**src/logic/lmsc_cfg.svh**
```systemverilog
// Functional notes
// - short prepare: id bit5 clear, 0x82, node
// - long prepare: 0x3C, 0x80, 0x82, node, FFs
// - reading frame 0x7D returns requested OTP data
// - OTP bytes in order; the third byte (index 2) packs address
// - hardwired bits come from pins, location 0x02
// - quick status: two bytes, switch/node then flags
// - status read clears latched flags unless persisting
// - quick status id is dynamically allocated
// - dynamic ids carry checked parity bits
// - 0x84 command moves to stored safe position
// - safe move also on link loss, init end
// - broadcast bit zero: every node moves
// - safe position 0x400 disables every safe move
// - coil fault raises internal halt, bridges off
// - coil fault while moving sets lost step
// - 0x85 command halts the motor
// - broadcast bit zero: every node halts
`ifndef LMSC_CFG_SVH
`define LMSC_CFG_SVH

// ****************************************
// frame identifiers and command codes
// ****************************************
`define LMSC_ID_DIAG_REQ    8'h3C
`define LMSC_ID_DIAG_RESP   8'h7D
`define LMSC_APP_CMD        8'h80
`define LMSC_FILLER         8'hFF
`define LMSC_CMD_READ_OTP   7'h02
`define LMSC_CMD_GO_SAFE    7'h04
`define LMSC_CMD_HALT       7'h05
`define LMSC_SAFE_DISABLED  11'h400

// ****************************************
// frame lengths and positions
// ****************************************
`define LMSC_OTP_RESP_LEN   4'h8
`define LMSC_STATUS_LEN     4'h2
`define LMSC_DIAG_LEN       4'h8
`define LMSC_OTP_ADDR_LOC   3'h2
`define LMSC_OTP_DEPTH      8

`endif

```
**src/logic/lmsc_pkg.sv**
```systemverilog
`default_nettype none
package lmsc_pkg;

    typedef struct packed {
        logic supply_reset;
        logic lost_step;
        logic coil_defect;
        logic undervoltage;
        logic thermal_shutdown;
        logic thermal_warning;
        logic charge_pump_fail;
        logic coil1_overcurrent;
        logic coil2_overcurrent;
    } lmsc_flags_t;

    typedef struct packed {
        logic [4:0] prepare_id;
        logic [4:0] status_id;
        logic [4:0] write_id;
    } lmsc_ids_t;

    typedef enum logic [2:0] {
        FK_NONE,
        FK_PREPARE,
        FK_DIAG,
        FK_WRITE,
        FK_OTP_READ,
        FK_STATUS
    } lmsc_kind_t;

endpackage
`default_nettype wire

```
**src/logic/lmsc_otp_mem.sv**
```systemverilog
`timescale 1ns/1ps
`default_nettype none
`include "lmsc_cfg.svh"

module lmsc_otp_mem (
    input  wire logic       clk,
    input  wire logic       wr_en,
    input  wire logic [2:0] wr_addr,
    input  wire logic [7:0] wr_data,
    input  wire logic [2:0] rd_addr,
    output logic      [7:0] rd_data_q
);

    logic [7:0] mem_q [0:`LMSC_OTP_DEPTH-1];

    always_ff @(posedge clk) begin
        if (wr_en) begin
            mem_q[wr_addr] <= wr_data;
        end
    end

    // registered read keeps the response byte off a long mux path
    always_ff @(posedge clk) begin
        rd_data_q <= mem_q[rd_addr];
    end

endmodule
`default_nettype wire

```
**src/logic/lmsc_top.sv**
```systemverilog
`timescale 1ns/1ps
`default_nettype none
`include "lmsc_cfg.svh"

module lmsc_top
    import lmsc_pkg::*;
(
    input  wire logic        REF_CLK,
    input  wire logic        RESET,
    input  wire logic        RX_ID_VALID,
    input  wire logic [7:0]  RX_ID,
    input  wire logic        RX_DATA_VALID,
    input  wire logic [7:0]  RX_DATA,
    input  wire logic        RX_FRAME_END,
    input  wire logic        TX_REQ,
    output logic      [7:0]  TX_DATA,
    output logic             TX_VALID,
    output logic             TX_ACTIVE,
    output logic             ID_PARITY_ERR,
    input  wire lmsc_ids_t   FRAME_IDS,
    input  wire logic [6:0]  NODE_ADDR,
    input  wire logic [2:0]  HW_ADDR_PINS,
    input  wire logic        OTP_WR_EN,
    input  wire logic [2:0]  OTP_WR_ADDR,
    input  wire logic [7:0]  OTP_WR_DATA,
    input  wire logic [10:0] SAFE_POSITION,
    input  wire logic        EXT_SWITCH,
    input  wire logic [1:0]  TEMP_INFO,
    input  wire lmsc_flags_t FAULT_COND,
    input  wire logic        COIL_FAULT,
    input  wire logic        MOTOR_MOVING,
    input  wire logic        LIN_LOST,
    input  wire logic        INIT_RUN_DONE,
    output lmsc_flags_t      FLAGS,
    output logic             GO_SAFE,
    output logic      [10:0] SAFE_TARGET,
    output logic             HALT,
    output logic             BRIDGE_OFF
);

    // ****************************************
    // helpers
    // ****************************************
    function automatic logic [7:0] protect_id(input logic [5:0] id);
        logic p0;
        logic p1;
        p0 = id[0] ^ id[1] ^ id[2] ^ id[4];
        p1 = ~(id[1] ^ id[3] ^ id[4] ^ id[5]);
        return {p1, p0, id};
    endfunction

    function automatic logic node_hit(input logic [7:0] sel, input logic [6:0] node,
                                      input logic bcast_ok);
        return (bcast_ok && !sel[7]) || (sel[7] && sel[6:0] == node);
    endfunction

    function automatic logic dyn_match(input logic [7:0] id, input logic [4:0] alloc);
        return id == protect_id({1'b0, alloc});
    endfunction

    function automatic logic dyn_bad(input logic [7:0] id, input logic [4:0] alloc);
        return id[5:0] == {1'b0, alloc} && id != protect_id({1'b0, alloc});
    endfunction

    // ****************************************
    // pin synchroniser for hardwired address
    // ****************************************
    logic [2:0] hw_meta_q;
    logic [2:0] hw_addr_q;

    always_ff @(posedge REF_CLK) begin
        hw_meta_q <= HW_ADDR_PINS;
        hw_addr_q <= hw_meta_q;
    end

    // ****************************************
    // frame decode
    // ****************************************
    typedef enum logic [1:0] {ST_IDLE, ST_RX, ST_TX} lmsc_state_t;

    lmsc_state_t      state_q;
    lmsc_kind_t       kind_q;
    lmsc_kind_t       kind_d;
    logic [3:0]       cnt_q;
    logic [7:0][7:0]  rx_q;
    logic             otp_pending_q;
    logic             any_bad;

    always_comb begin
        kind_d  = FK_NONE;
        any_bad = dyn_bad(RX_ID, FRAME_IDS.prepare_id) || dyn_bad(RX_ID, FRAME_IDS.status_id)
                  || dyn_bad(RX_ID, FRAME_IDS.write_id);
        if (RX_ID == `LMSC_ID_DIAG_REQ) begin
            kind_d = FK_DIAG;
        end else if (RX_ID == `LMSC_ID_DIAG_RESP) begin
            kind_d = otp_pending_q ? FK_OTP_READ : FK_NONE;
        end else if (dyn_match(RX_ID, FRAME_IDS.status_id)) begin
            kind_d = FK_STATUS;
        end else if (dyn_match(RX_ID, FRAME_IDS.prepare_id)) begin
            kind_d = FK_PREPARE;
        end else if (dyn_match(RX_ID, FRAME_IDS.write_id)) begin
            kind_d = FK_WRITE;
        end
    end

    always_ff @(posedge REF_CLK) begin
        if (RESET) begin
            state_q <= ST_IDLE;
            kind_q  <= FK_NONE;
        end else if (RX_ID_VALID) begin
            kind_q <= kind_d;
            unique case (kind_d)
                FK_OTP_READ, FK_STATUS: state_q <= ST_TX;
                FK_NONE:                state_q <= ST_IDLE;
                FK_PREPARE, FK_DIAG, FK_WRITE: state_q <= ST_RX;
            endcase
        end else if (RX_FRAME_END) begin
            state_q <= ST_IDLE;
        end
    end

    always_ff @(posedge REF_CLK) begin
        if (RESET) begin
            ID_PARITY_ERR <= 1'b0;
        end else begin
            ID_PARITY_ERR <= RX_ID_VALID && any_bad;
        end
    end

    // counts received bytes in ST_RX and sent bytes in ST_TX
    always_ff @(posedge REF_CLK) begin
        if (RESET) begin
            cnt_q <= 4'h0;
        end else if (RX_ID_VALID) begin
            cnt_q <= 4'h0;
        end else if (state_q == ST_RX && RX_DATA_VALID && cnt_q < `LMSC_DIAG_LEN) begin
            cnt_q <= cnt_q + 4'h1;
        end else if (state_q == ST_TX && TX_REQ && TX_ACTIVE) begin
            cnt_q <= cnt_q + 4'h1;
        end
    end

    always_ff @(posedge REF_CLK) begin
        if (RESET) begin
            rx_q <= '0;
        end else if (state_q == ST_RX && RX_DATA_VALID && cnt_q < `LMSC_DIAG_LEN) begin
            rx_q[cnt_q[2:0]] <= RX_DATA;
        end
    end

    // ****************************************
    // command evaluation at frame end
    // ****************************************
    logic rx_done;
    logic short_prep_ok;
    logic long_prep_ok;
    logic fillers_ok;
    logic cmd_safe;
    logic cmd_halt;
    logic status_served;
    logic otp_served;

    assign rx_done    = state_q == ST_RX && RX_FRAME_END;
    assign fillers_ok = rx_q[3] == `LMSC_FILLER && rx_q[4] == `LMSC_FILLER
                        && rx_q[5] == `LMSC_FILLER && rx_q[6] == `LMSC_FILLER
                        && rx_q[7] == `LMSC_FILLER;

    assign short_prep_ok = rx_done && kind_q == FK_PREPARE && cnt_q == 4'h2
                           && rx_q[0] == {1'b1, `LMSC_CMD_READ_OTP}
                           && node_hit(rx_q[1], NODE_ADDR, 1'b0);
    assign long_prep_ok  = rx_done && kind_q == FK_DIAG && cnt_q == `LMSC_DIAG_LEN
                           && rx_q[0] == `LMSC_APP_CMD
                           && rx_q[1] == {1'b1, `LMSC_CMD_READ_OTP}
                           && node_hit(rx_q[2], NODE_ADDR, 1'b0) && fillers_ok;
    assign cmd_safe = rx_done && kind_q == FK_WRITE && cnt_q == 4'h2
                      && rx_q[0] == {1'b1, `LMSC_CMD_GO_SAFE}
                      && node_hit(rx_q[1], NODE_ADDR, 1'b1);
    assign cmd_halt = rx_done && kind_q == FK_WRITE && cnt_q == 4'h2
                      && rx_q[0] == {1'b1, `LMSC_CMD_HALT}
                      && node_hit(rx_q[1], NODE_ADDR, 1'b1);
    assign status_served = state_q == ST_TX && RX_FRAME_END && kind_q == FK_STATUS;
    assign otp_served    = state_q == ST_TX && RX_FRAME_END && kind_q == FK_OTP_READ;

    // a new prepare wins over the end of an earlier read
    always_ff @(posedge REF_CLK) begin
        if (RESET) begin
            otp_pending_q <= 1'b0;
        end else if (short_prep_ok || long_prep_ok) begin
            otp_pending_q <= 1'b1;
        end else if (otp_served) begin
            otp_pending_q <= 1'b0;
        end
    end

    // ****************************************
    // response bytes
    // ****************************************
    logic [7:0] otp_rd_q;
    logic [3:0] tx_len;
    logic       tx_stage_q;
    logic [2:0] tx_idx_q;
    logic [7:0] tx_byte;

    assign tx_len    = kind_q == FK_STATUS ? `LMSC_STATUS_LEN : `LMSC_OTP_RESP_LEN;
    assign TX_ACTIVE = state_q == ST_TX && cnt_q < tx_len;

    lmsc_otp_mem u_otp (
        .clk       (REF_CLK),
        .wr_en     (OTP_WR_EN),
        .wr_addr   (OTP_WR_ADDR),
        .wr_data   (OTP_WR_DATA),
        .rd_addr   (cnt_q[2:0]),
        .rd_data_q (otp_rd_q)
    );

    always_ff @(posedge REF_CLK) begin
        if (RESET) begin
            tx_stage_q <= 1'b0;
            tx_idx_q   <= 3'h0;
        end else begin
            tx_stage_q <= TX_REQ && TX_ACTIVE;
            tx_idx_q   <= cnt_q[2:0];
        end
    end

    always_comb begin
        tx_byte = otp_rd_q;
        if (kind_q == FK_STATUS) begin
            tx_byte = tx_idx_q == 3'h0 ? {EXT_SWITCH, NODE_ADDR}
                    : {FLAGS.supply_reset, FLAGS.lost_step, FLAGS.coil_defect,
                       FLAGS.undervoltage, FLAGS.thermal_shutdown, FLAGS.thermal_warning,
                       TEMP_INFO};
        end else if (tx_idx_q == `LMSC_OTP_ADDR_LOC) begin
            tx_byte = {otp_rd_q[7], hw_addr_q, otp_rd_q[3:0]};
        end
    end

    always_ff @(posedge REF_CLK) begin
        if (RESET) begin
            TX_DATA  <= 8'h00;
            TX_VALID <= 1'b0;
        end else begin
            TX_VALID <= tx_stage_q;
            if (tx_stage_q) begin
                TX_DATA <= tx_byte;
            end
        end
    end

    // ****************************************
    // latched fault flags
    // ****************************************
    logic coil_fault_q;
    logic coil_rise;

    assign coil_rise = COIL_FAULT && !coil_fault_q;

    always_ff @(posedge REF_CLK) begin
        if (RESET) begin
            coil_fault_q <= 1'b0;
        end else begin
            coil_fault_q <= COIL_FAULT;
        end
    end

    // a persisting condition sets in the same cycle as the clear, so it stays
    always_ff @(posedge REF_CLK) begin
        if (RESET) begin
            FLAGS <= '0;
        end else begin
            FLAGS <= (status_served ? '0 : FLAGS) | FAULT_COND;
            if (coil_rise && MOTOR_MOVING) begin
                FLAGS.lost_step <= 1'b1;
            end
        end
    end

    // ****************************************
    // motion requests
    // ****************************************
    logic safe_enabled;

    assign safe_enabled = SAFE_POSITION != `LMSC_SAFE_DISABLED;

    always_ff @(posedge REF_CLK) begin
        if (RESET) begin
            GO_SAFE     <= 1'b0;
            SAFE_TARGET <= 11'h000;
        end else begin
            GO_SAFE <= safe_enabled && (cmd_safe || LIN_LOST || INIT_RUN_DONE);
            if (safe_enabled) begin
                SAFE_TARGET <= SAFE_POSITION;
            end
        end
    end

    // bridges stay off until the next safe move is requested
    always_ff @(posedge REF_CLK) begin
        if (RESET) begin
            HALT       <= 1'b0;
            BRIDGE_OFF <= 1'b0;
        end else begin
            HALT <= cmd_halt || coil_rise;
            if (cmd_halt || coil_rise) begin
                BRIDGE_OFF <= 1'b1;
            end else if (GO_SAFE) begin
                BRIDGE_OFF <= 1'b0;
            end
        end
    end
endmodule
`default_nettype wire

```
**config.mk**
```make
export PLATFORM = sky130hd
export DESIGN_NAME = lmsc_top
export DESIGN_NICKNAME = d
export VERILOG_FILES = /design/src/logic/lmsc_pkg.sv /design/src/logic/lmsc_otp_mem.sv /design/src/logic/lmsc_top.sv
export VERILOG_INCLUDE_DIRS = /design/src /design/src/logic
export SDC_FILE = /design/constraint.sdc
export NUM_CORES = 1
export LEC_CHECK = 0
export ABC_AREA = 0
export BUFFER_PORTS_ARGS = -buffer_cell sky130_fd_sc_hd__buf_4
export CAP_MARGIN = 40
export CELL_PAD_IN_SITES_DETAIL_PLACEMENT = 0
export CELL_PAD_IN_SITES_GLOBAL_PLACEMENT = 1
export CORE_MARGIN = 8
export CORE_UTILIZATION = 41
export CTS_CLUSTER_DIAMETER = 150
export DETAILED_ROUTE_END_ITERATION = 10
export PLACE_DENSITY_LB_ADDON = 0.3
export SYNTH_ARGS = -nofsm -noshare
export SYNTH_HDL_FRONTEND = slang
export SYNTH_HIERARCHICAL = 1
export SYNTH_SLANG_ARGS = --single-unit
```
**constraint.sdc**
```tcl
create_clock -name REF_CLK -period 2 [get_ports REF_CLK]
set_input_delay 0.2 -clock REF_CLK [delete_from_list [all_inputs] [get_ports REF_CLK]]
set_output_delay 0.2 -clock REF_CLK [all_outputs]
set_load 0.005 [all_outputs]
```
==> flow_summary.yaml <==
route:
  vias_per_cell: 5.24
  first_pass_iters: 5
  avgRoutedWirePerCell_um: 18.5
  dr_wl_met2_um: 9830
  drc: 0
  met3WireLength_um: 1020
  via_count: 5621
  ant_nets: 0
  drt-met1-wl_um: 8660
  drtIter0Drc: 260
  top_layer_used: "met4"
  wl_um: 19800
power_and_ir_drop:
  ir_drop_uv: 598
  power_density_nw_per_um2: 807
  total_power_mw: 8.08
  p_leak_nw: 3.97
critical_path:
  critical_path.max_fanout: 9
  r2r_cells: 7
  crit_type: "reg2reg"
  cp-end-kind: "flip-flop"
  startpoint_type: "flip-flop"
  reg2reg_slack_ps: 140
  cp.required_ps: 2300
  rr_startpoint: "kind_q[1]"
  crit_arrival_ps: 2160
  timing.rr.end: "FLAGS[7]"
synth:
  synth_seq_cells: 190
  synth_top_area_share_pct: 32.2
  ys.flop_type: "dfxtp_1"
  synth_area_leader_cell: "dfxtp_1"
  yosysSeqAreaShare_pct: 56.8
  ys_warn_count: 6
  synthTopCellsByArea: "dfxtp_1 (32%), edfxtp_1 (25%), mux2i_1 (10%), mux4_1 (5.0%), nor2_1 (5.0%)"
  yosys-top-cells-count: "dfxtp_1 (126), nor2_1 (105), mux2i_1 (79)"
  syn-cell-area_um2: 7830
  synth-edff-count: 64
  async_flop_share_pct: 0
  syn_avg_cell_area_um2: 11.8
  ys_types: 48
  synthMostInstantiatedCell: "dfxtp_1"
  netlist_instances: 661
  syn_nets: 751
floorplanning:
  die_height_um: 154
  coreArea_um2: 18700
  rows: 50
  io_pins: 120
  start_util_pct: 41.8
  die_area_um2: 23800
  die_w_um: 154
status:
  outcome: "complete, no violations"
run:
  max_cap_viol_count: 0
timing:
  hold_slack_ps: 25.1
  drv_slew: 0
  fin_skew_ps: 7.40
  hold_violations: 0
  final-setup-viol-count: 0
  clock.fmax_mhz: 538
  post-route-period-util_pct: 92.9
  slew_headroom_pct: 60.2
  fin_ws_ps: 141
  worst_slew_pin_slew_ps: 594
  period_needed_ps: 1860
grt:
  antenna_found_initial: 1
  grt_max_degree: 54
  first_global_vias: 5786
  grt_pass1_wl_um: 30900
  grt_use_total_pct: 16.7
  grt.overflow.total: 0
hold_path:
  holdCritPathClass: "in2reg"
  holdPathEnd: "u_otp/mem_q[4][0]"
  hp-start: "OTP_WR_DATA[0]"
  holdPathStages: 1
clock_tree:
  cts.clk_slew.worst_paths_ps: 70
  clock_path_buffers: 2
  cts_sinks: 190
  clock-root-buffer: "clkbuf_16"
  cts_buffers: 17
  cts_tree: "yes"
  htreeDepth: 4
  clk_latency_ps: 430
placed_design:
  pre_cts_ws_ps: -31.5
  hpwl_um: 14200
  gp_congestion: 0.825
  placed_area_um2: 9110
  port-buffer-count: 119
cells_and_area:
  area_growth_pct: 28.0
  drive_above_1_share_pct: 24.5
  post-route-cell-area_um2: 10000
  final_nets: 915
==> critical path, stage by stage, from the launching register on <==
cell,delay (ps)
dfxtp_1,310
buf_4,140
nor2b_1,150
nand4_1,100
buf_4,200
a221oi_2,210
dlygate4sd3_1,580
nor2_1,40
==> report_power, final <==
part           switching [mW]  leakage (nW)  internal, mW
clock                    1.48         0.285          1.87
sequential             0.0408          1.61          4.08
combinational           0.285          2.07         0.325
==> registers in the layout, summed over array words and instances, names as in the netlist, 4 cells and up <==
register / count
rx_q: 64
u_otp/mem_q: 64
cnt_q: 4
TX_DATA: 8
SAFE_TARGET: 11
u_otp/rd_data_q: 8
FLAGS: 9
==> worst max path at each step <==
stage	from	to	slack (ps)	cells past startpoint
3_3_place_gp	RX_ID[6]	kind_q[0]	-5	6
4_1_cts	kind_q[2]	TX_ACTIVE	20	6
3_5_place_dp	RX_ID[6]	kind_q[0]	-30	6
6_report	kind_q[1]	FLAGS[7]	140	7
2_1_floorplan	kind_q[0]	cnt_q[3]	10	9
5_1_grt	kind_q[1]	FLAGS[7]	-9	7
==> per-stage QoR <==
step	TNS (ps)	cells	util, %
global placement	-5.10	1010	48.7
floorplan	0	661	-
CTS	0	1071	53.4
global route	-8.84	1073	53.5
finish	0	1073	53.5
detailed placement	-59.4	1010	48.7
==> kinds of logic (layout without fill, tap and decap cells) <==
group / Yosys count / after routing / synth area share (%)
compound gates: 58 / 58 / 4.64
xor+xnor: 39 / 39 / 4.99
fa+ha+maj: 4 / 4 / 0.640
buf+inv: 42 / 219 / 2.33
flops: 190 / 190 / 56.8
mux: 103 / 103 / 16.6
other cells: 0 / 1 / 0
simple gates: 225 / 225 / 14.0
==> what timing repair did <==
item                                   CTS  global route
resized for setup                        0             5
endpoints found under the hold margin   54             1
hold buffers                            29             1
setup buffers                            0             0
setup endpoints to repair                0             2
==> layout make-up <==
class                   count  area, µm²
clock inverters            14        160
repair buffers            181       1450
well taps                 234        293
inverters                   6       22.5
clock buffers              18        429
fillers                  1582       8690
multi-input cells         429       3220
flip-flops and latches    190       4450
diodes                      1       2.50
==> cells in the final DEF, fill, tap and decap left out, types with 9 or more instances in the layout <==
| cell type | Yosys | final |
|---|---|---|
| mux2i_1 | 79 | 79 |
| xnor2_1 | 27 | 27 |
| a21oi_1 | 30 | 30 |
| nand4_1 | 19 | 19 |
| dfxtp_1 | 126 | 125 |
| nor2_1 | 105 | 105 |
| nand3_1 | 17 | 17 |
| buf_4 | 0 | 150 |
| nand2_1 | 22 | 22 |
| mux4_1 | 15 | 15 |
| nor2b_1 | 11 | 10 |
| edfxtp_1 | 64 | 64 |
| dlygate4sd3_1 | 0 | 30 |
| clkbuf_16 | 0 | 17 |
| xor2_1 | 9 | 9 |
==> layer usage <==
metal  global-route usage, %  vias to the layer above
met5                       0                        -
met1                    19.8                     2727
met2                    28.6                      154
met3                    4.34                       20
li1                        -                     2720
met4                    5.88                        0
No activity file was read; power rests on OpenSTA's default activity.
